### config.mk
export PLATFORM = sky130hd
export DESIGN_NAME = apll_ctrl
export DESIGN_NICKNAME = d
export VERILOG_FILES = /design/src/logic/apll_pkg.sv /design/src/logic/apll_ctrl.sv
export VERILOG_INCLUDE_DIRS = /design/src /design/src/logic
export SDC_FILE = /design/constraint.sdc
export NUM_CORES = 1
export LEC_CHECK = 0
export ABC_AREA = 1
export BUFFER_PORTS_ARGS = -buffer_cell sky130_fd_sc_hd__buf_2
export CAP_MARGIN = 20
export CORE_ASPECT_RATIO = 2
export CORE_UTILIZATION = 30
export DETAILED_ROUTE_END_ITERATION = 12
export PLACE_DENSITY = 0.54
export REMOVE_ABC_BUFFERS = 1
export SLEW_MARGIN = 20
export SYNTH_ARGS = -nofsm -noshare
export SYNTH_HDL_FRONTEND = slang
export SYNTH_SLANG_ARGS = --single-unit
### constraint.sdc
create_clock -name clk_sys -period 3.3 [get_ports clk_sys]
set_clock_uncertainty 0.05 [all_clocks]
set_input_delay 0.165 -clock clk_sys [delete_from_list [all_inputs] [get_ports clk_sys]]
set_output_delay 0.165 -clock clk_sys [all_outputs]
set_load 0.005 [all_outputs]
### src/logic/apll_defines.svh
`ifndef APLL_DEFINES_SVH
`define APLL_DEFINES_SVH
// Register offsets (byte addresses on the plain port)
`define APLL_SOFT_RESET_ADDR 8'h00
`define APLL_DLL_CTRL_ADDR 8'h52
`define APLL_CLK_SOURCE_ADDR 8'h53
`define APLL_REFDIV_LO_ADDR 8'h54
`define APLL_REFDIV_HI_ADDR 8'h55
`define APLL_FBDIV_LO_ADDR 8'h56
`define APLL_FBDIV_HI_ADDR 8'h57
`define APLL_CP_ADDR 8'h58
`define APLL_MASTER_EN_ADDR 8'h59
`define APLL_RES_ADDR 8'h5a
`define APLL_CAP3_ADDR 8'h5b
`define APLL_CAP1_ADDR 8'h5c
`define APLL_CAP2_ADDR 8'h5d
`define APLL_BIAS_OUT_ADDR 8'h5f
`define APLL_CAL_TRIG_ADDR 8'h6b
`define APLL_DLY_EN_ADDR 8'h6d
`define APLL_STATUS_ADDR 8'hd1
// Field positions
`define APLL_DLL_RESET_BIT 0
`define APLL_DLL_ENABLE_BIT 1
`define APLL_CLK_SOURCE_BIT 0
`define APLL_PLL_EN_BIT 0
`define APLL_REFDIV_EN_BIT 1
`define APLL_BIAS_EN_BIT 0
`define APLL_OUT_EN_BIT 1
`define APLL_PLL_CLK_EN_BIT 3
`define APLL_CAL_BUSY_BIT 0
`define APLL_VCOL_BIT 1
`define APLL_VCOH_BIT 2
// Reset values
`define APLL_DLL_CTRL_RESET 8'h01
`define APLL_REFDIV_RESET 10'h001
`define APLL_FBDIV_RESET 12'h001
`define APLL_OUTDIV_RESET 4'h1
`define APLL_CP_RESET 4'h4
`define APLL_FILTER_RESET 5'h1f
// Timing
`define APLL_CAL_TIME_US 50
`define APLL_CLK_MHZ 40
`define APLL_CAL_CYCLES (`APLL_CAL_TIME_US * `APLL_CLK_MHZ)
`define APLL_SRST_CYCLES 16
`endif

### src/logic/apll_pkg.sv
package apll_pkg;
   typedef enum logic [2:0] {
      APLL_IDLE = 3'b001,
      APLL_SRST = 3'b010,
      APLL_CAL = 3'b100
   } apll_state_type;
endpackage

### src/logic/apll_ctrl.sv
// Contract
// Host resets delay loop by its control bit when clock stops or changes.
// Delay loop stays in reset while its reset control bit is set.
// Soft reset with delay loop enabled resets it, then clears reset bit.
// Clock source bit one selects PLL output as core sampling clock.
// Host uses PLL mode for 80-250 MHz sampling, 5-250 MHz reference.
// Reference divider R is a 10-bit field, values 1 to 1023.
// Feedback prescaler N is a 12-bit field, values 1 to 4095.
// Host keeps VCO frequency between 1.075 and 1.325 GHz.
// Host keeps comparison frequency between 4 and 50 MHz.
// Sampling clock is VCO divided by 4-bit output divider.
// Charge-pump current is a 4-bit code, 25 uA per step.
// Host prefers low VCO and high comparison frequency for jitter.
// Host recalibrates after reference or divider register changes.
// Calibration starts on trigger toggle or on soft reset exit.
// Calibration progress is readable in the status register.
// Low and high VCO drift flags are readable in the status register.
// 3-bit field delays output data clock in VCO cycles.
// PLL clock enable bit routes PLL output to converter circuits.
// Separate enables for PLL, reference divider, bias and output.
// 5-bit loop filter resistor and three capacitor codes.
// Clock source zero feeds external clock to delay loop and sampling.
// Trigger is a rising edge; busy holds until calibration done.
//
// Our own choice: strobed register access.
`timescale 1ns/1ps
`include "apll_defines.svh"
module apll_ctrl (
   // Clock, enable, reset
   input wire logic clk_sys,
   input wire logic clk_en,
   input wire logic rst,
   // Register port
   input wire logic [7:0] reg_addr,
   input wire logic [7:0] reg_wdata,
   input wire logic reg_wr,
   input wire logic reg_rd,
   output logic [7:0] reg_rdata,
   // Analog loop monitors
   input wire logic vco_low_drift_in,
   input wire logic vco_high_drift_in,
   // Clock path controls
   output logic dll_reset,
   output logic dll_enable,
   output logic sample_clk_from_pll,
   output logic pll_clk_to_core,
   output logic pll_enable,
   output logic ref_divider_enable,
   output logic pll_bias_enable,
   output logic pll_output_enable,
   output logic [9:0] ref_divider_r,
   output logic [11:0] feedback_divider_n,
   output logic [3:0] output_divider,
   output logic [3:0] charge_pump_current_code,
   output logic [4:0] loop_filter_resistor_code,
   output logic [4:0] loop_filter_cap_one_code,
   output logic [4:0] loop_filter_cap_two_code,
   output logic [4:0] loop_filter_cap_three_code,
   output logic [2:0] output_clock_vco_delay,
   output logic pll_cal_start,
   output logic core_soft_reset
);
   logic [7:0] delay_loop_control, next_delay_loop_control;
   logic clk_source, next_clk_source;
   logic [9:0] next_ref_divider_r;
   logic [11:0] next_feedback_divider_n;
   logic [3:0] next_output_divider, next_charge_pump_current_code;
   logic [4:0] next_res, next_cap1, next_cap2, next_cap3;
   logic [1:0] master_en, next_master_en;
   logic [1:0] bias_out_en, next_bias_out_en;
   logic cal_trigger_bit, next_cal_trigger_bit;
   logic [2:0] next_delay;
   logic pll_clk_en, next_pll_clk_en;
   apll_pkg::apll_state_type state, next_state;
   logic [15:0] count, next_count;
   logic dll_was_on, next_dll_was_on;
   logic vcol, vcoh, next_vcol, next_vcoh;
   logic [7:0] next_reg_rdata;
   logic next_cal_start;
   logic cal_rise;

   always_comb begin
      next_delay_loop_control = delay_loop_control;
      next_clk_source = clk_source;
      next_ref_divider_r = ref_divider_r;
      next_feedback_divider_n = feedback_divider_n;
      next_output_divider = output_divider;
      next_charge_pump_current_code = charge_pump_current_code;
      next_res = loop_filter_resistor_code;
      next_cap1 = loop_filter_cap_one_code;
      next_cap2 = loop_filter_cap_two_code;
      next_cap3 = loop_filter_cap_three_code;
      next_master_en = master_en;
      next_bias_out_en = bias_out_en;
      next_cal_trigger_bit = cal_trigger_bit;
      next_delay = output_clock_vco_delay;
      next_pll_clk_en = pll_clk_en;
      cal_rise = 1'b0;
      if (reg_wr) begin
         unique case (reg_addr)
            `APLL_DLL_CTRL_ADDR: next_delay_loop_control = reg_wdata;
            `APLL_CLK_SOURCE_ADDR: next_clk_source = reg_wdata[`APLL_CLK_SOURCE_BIT];
            `APLL_REFDIV_LO_ADDR: next_ref_divider_r[7:0] = reg_wdata;
            `APLL_REFDIV_HI_ADDR: begin
               next_ref_divider_r[9:8] = reg_wdata[1:0];
               next_output_divider = reg_wdata[7:4];
            end
            `APLL_FBDIV_LO_ADDR: next_feedback_divider_n[7:0] = reg_wdata;
            `APLL_FBDIV_HI_ADDR: next_feedback_divider_n[11:8] = reg_wdata[3:0];
            `APLL_CP_ADDR: next_charge_pump_current_code = reg_wdata[3:0];
            `APLL_MASTER_EN_ADDR: next_master_en = reg_wdata[1:0];
            `APLL_RES_ADDR: next_res = reg_wdata[4:0];
            `APLL_CAP3_ADDR: next_cap3 = reg_wdata[4:0];
            `APLL_CAP1_ADDR: next_cap1 = reg_wdata[4:0];
            `APLL_CAP2_ADDR: next_cap2 = reg_wdata[4:0];
            `APLL_BIAS_OUT_ADDR: next_bias_out_en = reg_wdata[1:0];
            `APLL_CAL_TRIG_ADDR: begin
               next_cal_trigger_bit = reg_wdata[0];
               cal_rise = reg_wdata[0] & ~cal_trigger_bit;
            end
            `APLL_DLY_EN_ADDR: begin
               next_delay = reg_wdata[2:0];
               next_pll_clk_en = reg_wdata[`APLL_PLL_CLK_EN_BIT];
            end
            default: ;
         endcase
      end
      // Auto-clear after soft reset beats a host write in the same cycle
      if (state == apll_pkg::APLL_SRST && count == 16'h0000 && dll_was_on) begin
         next_delay_loop_control[`APLL_DLL_RESET_BIT] = 1'b0;
      end
   end

   always_comb begin
      next_state = state;
      next_count = count;
      next_dll_was_on = dll_was_on;
      next_cal_start = 1'b0;
      unique case (state)
         apll_pkg::APLL_IDLE: begin
            if (cal_rise) begin
               next_state = apll_pkg::APLL_CAL;
               next_count = 16'(`APLL_CAL_CYCLES - 1);
               next_cal_start = 1'b1;
            end
         end
         apll_pkg::APLL_SRST: begin
            if (count == 16'h0000) begin
               next_state = apll_pkg::APLL_CAL;
               next_count = 16'(`APLL_CAL_CYCLES - 1);
               next_cal_start = 1'b1;
            end else begin
               next_count = count - 16'h0001;
            end
         end
         apll_pkg::APLL_CAL: begin
            // Further triggers while busy are ignored; the run in progress covers them
            if (count == 16'h0000) begin
               next_state = apll_pkg::APLL_IDLE;
            end else begin
               next_count = count - 16'h0001;
            end
         end
      endcase
      // A soft reset is honoured in any state, so it also restarts a calibration in progress
      if (reg_wr && reg_addr == `APLL_SOFT_RESET_ADDR) begin
         next_state = apll_pkg::APLL_SRST;
         next_count = 16'(`APLL_SRST_CYCLES - 1);
         next_dll_was_on = delay_loop_control[`APLL_DLL_ENABLE_BIT];
         next_cal_start = 1'b0;
      end
   end

   always_comb begin
      next_vcol = vco_low_drift_in;
      next_vcoh = vco_high_drift_in;
      next_reg_rdata = 8'h00;
      if (reg_rd) begin
         unique case (reg_addr)
            `APLL_DLL_CTRL_ADDR: next_reg_rdata = delay_loop_control;
            `APLL_CLK_SOURCE_ADDR: next_reg_rdata = {7'h00, clk_source};
            `APLL_REFDIV_LO_ADDR: next_reg_rdata = ref_divider_r[7:0];
            `APLL_REFDIV_HI_ADDR: next_reg_rdata = {output_divider, 2'h0, ref_divider_r[9:8]};
            `APLL_FBDIV_LO_ADDR: next_reg_rdata = feedback_divider_n[7:0];
            `APLL_FBDIV_HI_ADDR: next_reg_rdata = {4'h0, feedback_divider_n[11:8]};
            `APLL_CP_ADDR: next_reg_rdata = {4'h0, charge_pump_current_code};
            `APLL_MASTER_EN_ADDR: next_reg_rdata = {6'h00, master_en};
            `APLL_RES_ADDR: next_reg_rdata = {3'h0, loop_filter_resistor_code};
            `APLL_CAP3_ADDR: next_reg_rdata = {3'h0, loop_filter_cap_three_code};
            `APLL_CAP1_ADDR: next_reg_rdata = {3'h0, loop_filter_cap_one_code};
            `APLL_CAP2_ADDR: next_reg_rdata = {3'h0, loop_filter_cap_two_code};
            `APLL_BIAS_OUT_ADDR: next_reg_rdata = {6'h00, bias_out_en};
            `APLL_CAL_TRIG_ADDR: next_reg_rdata = {7'h00, cal_trigger_bit};
            `APLL_DLY_EN_ADDR: next_reg_rdata = {4'h0, pll_clk_en, output_clock_vco_delay};
            `APLL_STATUS_ADDR: begin
               next_reg_rdata[`APLL_CAL_BUSY_BIT] = (state != apll_pkg::APLL_IDLE);
               next_reg_rdata[`APLL_VCOL_BIT] = vcol;
               next_reg_rdata[`APLL_VCOH_BIT] = vcoh;
            end
            default: next_reg_rdata = 8'h00;
         endcase
      end
   end

   // The host cannot write during the reset, so the loop stays held until it clears the bit
   always_ff @(posedge clk_sys) begin
      if (rst) begin
         delay_loop_control <= `APLL_DLL_CTRL_RESET;
         clk_source <= 1'b0;
         ref_divider_r <= `APLL_REFDIV_RESET;
         feedback_divider_n <= `APLL_FBDIV_RESET;
         output_divider <= `APLL_OUTDIV_RESET;
         charge_pump_current_code <= `APLL_CP_RESET;
         loop_filter_resistor_code <= `APLL_FILTER_RESET;
         loop_filter_cap_one_code <= `APLL_FILTER_RESET;
         loop_filter_cap_two_code <= `APLL_FILTER_RESET;
         loop_filter_cap_three_code <= `APLL_FILTER_RESET;
         master_en <= 2'h0;
         bias_out_en <= 2'h0;
         cal_trigger_bit <= 1'b0;
         output_clock_vco_delay <= 3'h0;
         pll_clk_en <= 1'b0;
         state <= apll_pkg::APLL_IDLE;
         count <= 16'h0000;
         dll_was_on <= 1'b0;
         vcol <= 1'b0;
         vcoh <= 1'b0;
         reg_rdata <= 8'h00;
         pll_cal_start <= 1'b0;
         dll_reset <= 1'b1;
         dll_enable <= 1'b0;
         sample_clk_from_pll <= 1'b0;
         pll_clk_to_core <= 1'b0;
         pll_enable <= 1'b0;
         ref_divider_enable <= 1'b0;
         pll_bias_enable <= 1'b0;
         pll_output_enable <= 1'b0;
         core_soft_reset <= 1'b0;
      end else if (clk_en) begin
         delay_loop_control <= next_delay_loop_control;
         clk_source <= next_clk_source;
         ref_divider_r <= next_ref_divider_r;
         feedback_divider_n <= next_feedback_divider_n;
         output_divider <= next_output_divider;
         charge_pump_current_code <= next_charge_pump_current_code;
         loop_filter_resistor_code <= next_res;
         loop_filter_cap_one_code <= next_cap1;
         loop_filter_cap_two_code <= next_cap2;
         loop_filter_cap_three_code <= next_cap3;
         master_en <= next_master_en;
         bias_out_en <= next_bias_out_en;
         cal_trigger_bit <= next_cal_trigger_bit;
         output_clock_vco_delay <= next_delay;
         pll_clk_en <= next_pll_clk_en;
         state <= next_state;
         count <= next_count;
         dll_was_on <= next_dll_was_on;
         vcol <= next_vcol;
         vcoh <= next_vcoh;
         reg_rdata <= next_reg_rdata;
         pll_cal_start <= next_cal_start;
         // Loop also held through a soft reset taken while it was enabled
         dll_reset <= next_delay_loop_control[`APLL_DLL_RESET_BIT]
            | (next_state == apll_pkg::APLL_SRST && next_dll_was_on);
         dll_enable <= next_delay_loop_control[`APLL_DLL_ENABLE_BIT];
         sample_clk_from_pll <= next_clk_source;
         pll_clk_to_core <= next_pll_clk_en;
         pll_enable <= next_master_en[`APLL_PLL_EN_BIT];
         ref_divider_enable <= next_master_en[`APLL_REFDIV_EN_BIT];
         pll_bias_enable <= next_bias_out_en[`APLL_BIAS_EN_BIT];
         pll_output_enable <= next_bias_out_en[`APLL_OUT_EN_BIT];
         core_soft_reset <= (next_state == apll_pkg::APLL_SRST);
      end
   end
endmodule

## Word level (Yosys, flattened, before mapping)

Cells that the tools add are included.

- Equal/unequal tests: 23
- Add/subtract/negate cells: 1
- Bitwise logic cells: 3
- Muxes and demuxes: 27
- Reductions and logical operators: 20

Operators with widths:

| operator | number |
|---|---|
| 8-bit by 7-bit == test with 1-bit output (second input constant) | 15 |
| 16-bit two-way mux | 4 |
| 5-bit case mux with 11 select lines | 1 |
| 16-bit case mux with 3 select lines | 1 |
| 3-bit case mux with 16 select lines | 1 |
| 3-bit AND reduction | 14 |
| 16-bit zero test | 1 |
| 16-bit by 1-bit subtractor with 16-bit output (second input constant) | 1 |
| 2-bit two-way mux | 6 |
| 3-bit two-way mux | 4 |
| 3-bit case mux with 3 select lines | 1 |
| 8-bit == test (second input constant) | 1 |
| 8-bit zero test | 1 |
| 8-bit two-way mux | 1 |
| 1-bit two-way mux | 7 |
| 3-bit by 2-bit == test with 1-bit output (second input constant) | 2 |
| 3-bit != test (second input constant) | 2 |
| 1-bit logical AND | 4 |
| 3-bit by 1-bit == test with 1-bit output (second input constant) | 1 |
| 3-bit == test (second input constant) | 1 |
| 3-bit by 1-bit != test with 1-bit output (second input constant) | 1 |
| 1-bit case mux with 2 select lines | 1 |
| 1-bit bitwise AND | 1 |
| 1-bit NOT | 1 |
| 1-bit bitwise OR | 1 |

- Input bits: 23
- Output and inout port bits: 71
- Logic and storage cells: 106
- Flip-flop bits (word level): 106

## Depth between registers and ports, before layout

- Word-level depth: 10
- Gate-level depth with buffers: 12
- Depth with buffers taken out: 11

## Worst setup path before layout

OpenSTA, ideal clock, no wires.

- Path type: register -> register
- Start: register count[0]
- End: register count[0]
- Clock period less this slack: 1627 ps
- Path slack: 1673 ps
- Arrival time: 1453 ps
- Library setup time: 123 ps
- Cell stages (with the launch flop): 11
- Path buffers: 0
- Cell sequence: dfxtp_1 -> inv_1 -> ha_1 -> nand3_1 -> nor2_1 -> nand3_1 -> nand2_1 -> nor2_1 -> inv_1 -> nor2_1 -> a21oi_1

- Word-level cells in the longest chain between the ends: 4

Ends and longest elaborated chain:

| item | RTL line | source |
|---|---|---|
| start, declared | apll_ctrl.sv:75 | `logic [15:0] count, next_count;` |
| start signal, assigned | apll_ctrl.sv:256 | `count <= next_count;` |
| 16-bit by 1-bit subtractor with 16-bit output / 16-bit zero test (equally long branches) | - |  |
| 16-bit two-way mux, on equally long branches | apll_ctrl.sv:158, apll_ctrl.sv:148 |  |
| 16-bit case mux with 3 select lines | apll_ctrl.sv:139 | `unique case (state)` |
| 16-bit two-way mux | apll_ctrl.sv:166 | `` if (reg_wr && reg_addr == `APLL_SOFT_RESET_ADDR) begin `` |

Several ways; a longest one is shown, not always the timed one. The select of a mux whose other input is x is not followed.
A chain may end at the register's enable or synchronous reset.

## Worst setup path after layout

- Start: register count[4]
- End: register count[5]

The elaborated chain is that of the path after synthesis.

==> metrics list <==
- Maximum achievable frequency: a little under 500 MHz
- Cell types with the largest area share after synthesis: dfxtp_1 39%, nand2_1 15%, nand3_1 9.9%
* Starting Density: between 30 and 40%
- STA puts the critical path data arrival time at ~2.3 ns.
- Global routing usage on met3: under 10%
* Remaining routing DRC violations: 0
- Setup violations remaining at the end of the flow were counted as 0.
* # IOs: 94
- Family of cells with the greatest summed delay on the critical path: simple AND/OR/NAND/NOR gates
- Cell at the root of the clock tree: clkbuf_16
- Antenna diode instance count: 0
- Cells fill a little under two fifths of the core in the end.
- Register-to-Register Setup Slack: ~1.2 ns
- In the final layout, the multi-input gates occupy 0.00274 mm^2.
- Number of max-slew violations in the final report: 0
* Worst path slowest cell: dfxtp_1
* Kind of launch point of the worst setup path: flop
- Total overflow reported by the global router: 0
- The count of endpoints failing hold in the final timing report was 0.
* Detail-routed net length per standard cell: approximately 16 um
* Area overhead of the layout relative to synthesis: 19.8%
- The average instance in the mapped netlist occupies about 6.4 um^2.
- Together, buffers and inverters on the worst path number 1.
- Hold buffer count at CTS: 0
- Worst setup slack after layout: approximately 1.2 ns
- The worst pin sits at a relative slew slack of about two thirds.
- Hold Path Stages: 3
- Once detailed placement completed, the half-perimeter wirelength came to between 10000 and 15000 um.
- Post-CTS Setup Bufs: 0
- met2 is the most crowded layer.
- Of the cells placed in the final design, the portion with a size suffix greater than 1 is about 16%.
- In this run the deepest clock path goes through 2 buffers.
- The layout has 1853 filler cells.
- Gates resized during post-CTS repair numbered 0.
- Final design instance area without fill: 0.00621 mm^2
- Sequential element share of the synthesized area: 39.0%
- Routing usage on met1: a little over a fifth
- Leaving out fill and tap cells, the most frequent cell in the layout is nand2_1.
- Dividing the detail-routed via count by the number of cells gives slightly below 5.
* Area of the placeable core: between 0.015 and 0.02 mm^2
- Worst Hold Class: input pin to flop
- At the pin with the least slew margin, the transition time is ~0.52 ns.
- Via count of the first global-routing pass: 5266
* X dimension of the die: ~95 um
- The tool flagged a number of max-cap violations equal to 0.
- In this run, synthesis inferred 0 flip-flops with an integrated enable.
- Final weighted congestion in routability-driven placement: a little over 0.9
- The routed design has 18200 um of wire.
- The number of placed instances, taps included, is 1088.
- Wire length of the first global-routing pass: approximately 28000 um
- The number of antenna violations at the first check in global routing came to 0.
- Critical path, cell by cell: nor2_1 -> nand2_1 -> nor2_1 -> nand3_1 -> nand2_1 -> nor2_1 -> inv_1 -> nor2_1 -> nor2_1 -> nor2_1
* Cell area after synthesis: ~0.0052 mm^2
- Measured in cells, the most critical reg-to-reg path has a length of 10.
- Port Buf Inserts: between 90 and 100
- The die covers about 0.018 mm^2.
* Commonest cells after routing, fill and taps aside: 208 x nand2_1, 124 x nor2_1, 103 x nand3_1
* Total clock buffers created by CTS: 9
* Proportion of register bits with asynchronous set or reset after synthesis: 0%
- The synthesized design spends more area on one cell type than any other, namely dfxtp_1.
- Across the whole layout, storage elements account for 0.00202 mm^2.
- Maximum vdd drop: approximately 270 uV
- In this run the vertical extent of the chip is around 190 um.
* Netlist cell types: 34
- Crit share post-route: about 62%
- For the worst setup path, the data required time is about 3.5 ns.
- The H-tree was split into 3 levels.
- In this run, the number of DRC markers left after iteration 0 of detailed routing was roughly 280.
- In this design, the critical path's most frequently occurring cell is nor2_1.
- Power density of the placed cells: around 460 mW/mm^2
- Global routing used about a fifth of the available tracks across all layers.
- The worst setup path is captured at a flop.
- The flow ran to the end, and the final reports show no timing, DRC or antenna violations.
- Counting buffers and inverters, the worst setup path is 10 cells deep.
- Post-place setup slack: 1.15 ns
- For this run, global-route usage on met2 was measured as between 30% and 40%.
- The Yosys step of the flow raised 0 warnings.
- Clock-pin slew was measured on the worst setup and hold paths at around 0.070 ns.
- Of the post-synthesis cell area, the dominant cell type holds roughly two fifths.
- Residual antenna-violating net count after detailed routing: 0
* Pre-antenna DRT Iters: 8
- TritonCTS built the clock tree.
- P_leak: roughly 2.9 nW
- Counting I/O delays and the setup requirement, the final critical path takes 2.05 ns.
* Sum of negative setup slack: 0 ns
- Among all flip-flop cells after synthesis, the most frequent one is dfxtp_1.
- In this run the cell area measured after placement is around 0.006 mm^2.
- Entering global routing, the biggest net connects 39 pins.
* Unrepaired setup endpoints after global routing: false
- Count of mapped cells out of synthesis: a little over 800
- Number of cells in the finished layout apart from fillers: around 1100
- The critical path is of the flop to flop type.
- For the worst-skew pair, the clock arrives at the later sink with an insertion delay of 0.35 ns.
- Standard-cell rows: 67
- In the final design database the tool counted approximately 920 nets.
- Of all nets on the critical path, the largest fanout is 5.
* Delay contributed by the slowest stage of the critical path: roughly 0.34 ns
- Counting flops and latches in the post-synthesis netlist gives ~100.
- The clock drives just over 100 sinks.
- For this block, the via count after detailed routing is approximately 5500.
[cells in the mapped netlist (2+ instances only)]
cell	instances
nand4_1	10
o211ai_1	7
nor2_1	125
nor2_2	4
nand2_1	208
clkbuf_1	18
buf_6	2
ha_1	2
dfxtp_1	101
inv_1	70
nor2_4	2
o21ai_0	55
nor2_8	2
clkinv_1	3
nor3_1	4
nand2_2	6
nor3_2	2
nand3_1	103
inv_2	6
buf_2	4
xor2_1	2
xnor2_1	2
a21oi_1	56
[flip-flops by register name, summed over array words and instances (netlist names), 3 cells and up]
register	flops
count	16
feedback_divider_n	12
ref_divider_r	10
reg_rdata	8
delay_loop_control	7
loop_filter_cap_one_code	5
loop_filter_cap_three_code	5
loop_filter_cap_two_code	5
loop_filter_resistor_code	5
charge_pump_current_code	4
output_divider	4
output_clock_vco_delay	3
state	3
[worst reg2reg max path, cell delays in order (launching register included)]
cell	delay (ns)
dfxtp_1	0.34
nor2_1	0.29
nand2_1	0.15
nor2_1	0.29
nand3_1	0.22
nand2_1	0.16
nor2_1	0.12
inv_1	0.15
nor2_1	0.05
nor2_1	0.09
nor2_1	0.05
[metrics by stage]
stage | total power, mW | hold slack, ns
after floorplan | 1.49 | 0.184
after global placement | 1.61 | 0.364
after detailed placement | 1.61 | 0.369
after CTS | 2.86 | 0.00000355
after global routing | 2.96 | 0.0335
final | 2.83 | 0.00522
[kinds of logic (layout without fill, tap and decap cells)]
family / after synthesis / after routing / share of synthesized area (%)
and+or+nand+nor: 471 / 471 / 39.4
xor gates and xnor gates: 4 / 4 / 0.676
adders and majority gates: 2 / 2 / 0.483
DFF: 101 / 101 / 39.0
buffers and inverters: 105 / 197 / 8.07
AOI/OAI and AO/OA: 122 / 122 / 12.4
[cell type report]
| type | instances | area share [%] |
|---|---|---|
| Tap cell | 207 | 4.17 |
| Timing Repair Buffer | 101 | 8.46 |
| Clock inverter | 6 | 1.87 |
| Sequential cell | 101 | 32.6 |
| Multi-Input combinational cell | 599 | 44.2 |
| Clock buffer | 10 | 3.85 |
| Inverter | 80 | 4.88 |
[path summary, 6_finish.rpt]
check,to,start
setup / recovery,count[5],count[4]
hold / removal,vcoh,vco_high_drift_in
setup reg to reg,count[5],count[4]
hold reg to reg,count[0],count[0]
[routing by layer]
layer,routed length [um],up-vias
met5,0,-
met4,920,0
met3,594,42
met2,10200,151
met1,6480,2499
li1,-,2781
[power by group]
group	switching [mW]	internal [mW]	total, mW
Sequential	0.0237	1.24	1.26
Combinational	0.226	0.0919	0.317
Clock	0.483	0.769	1.25
No activity file was read; power rests on OpenSTA's default activity.
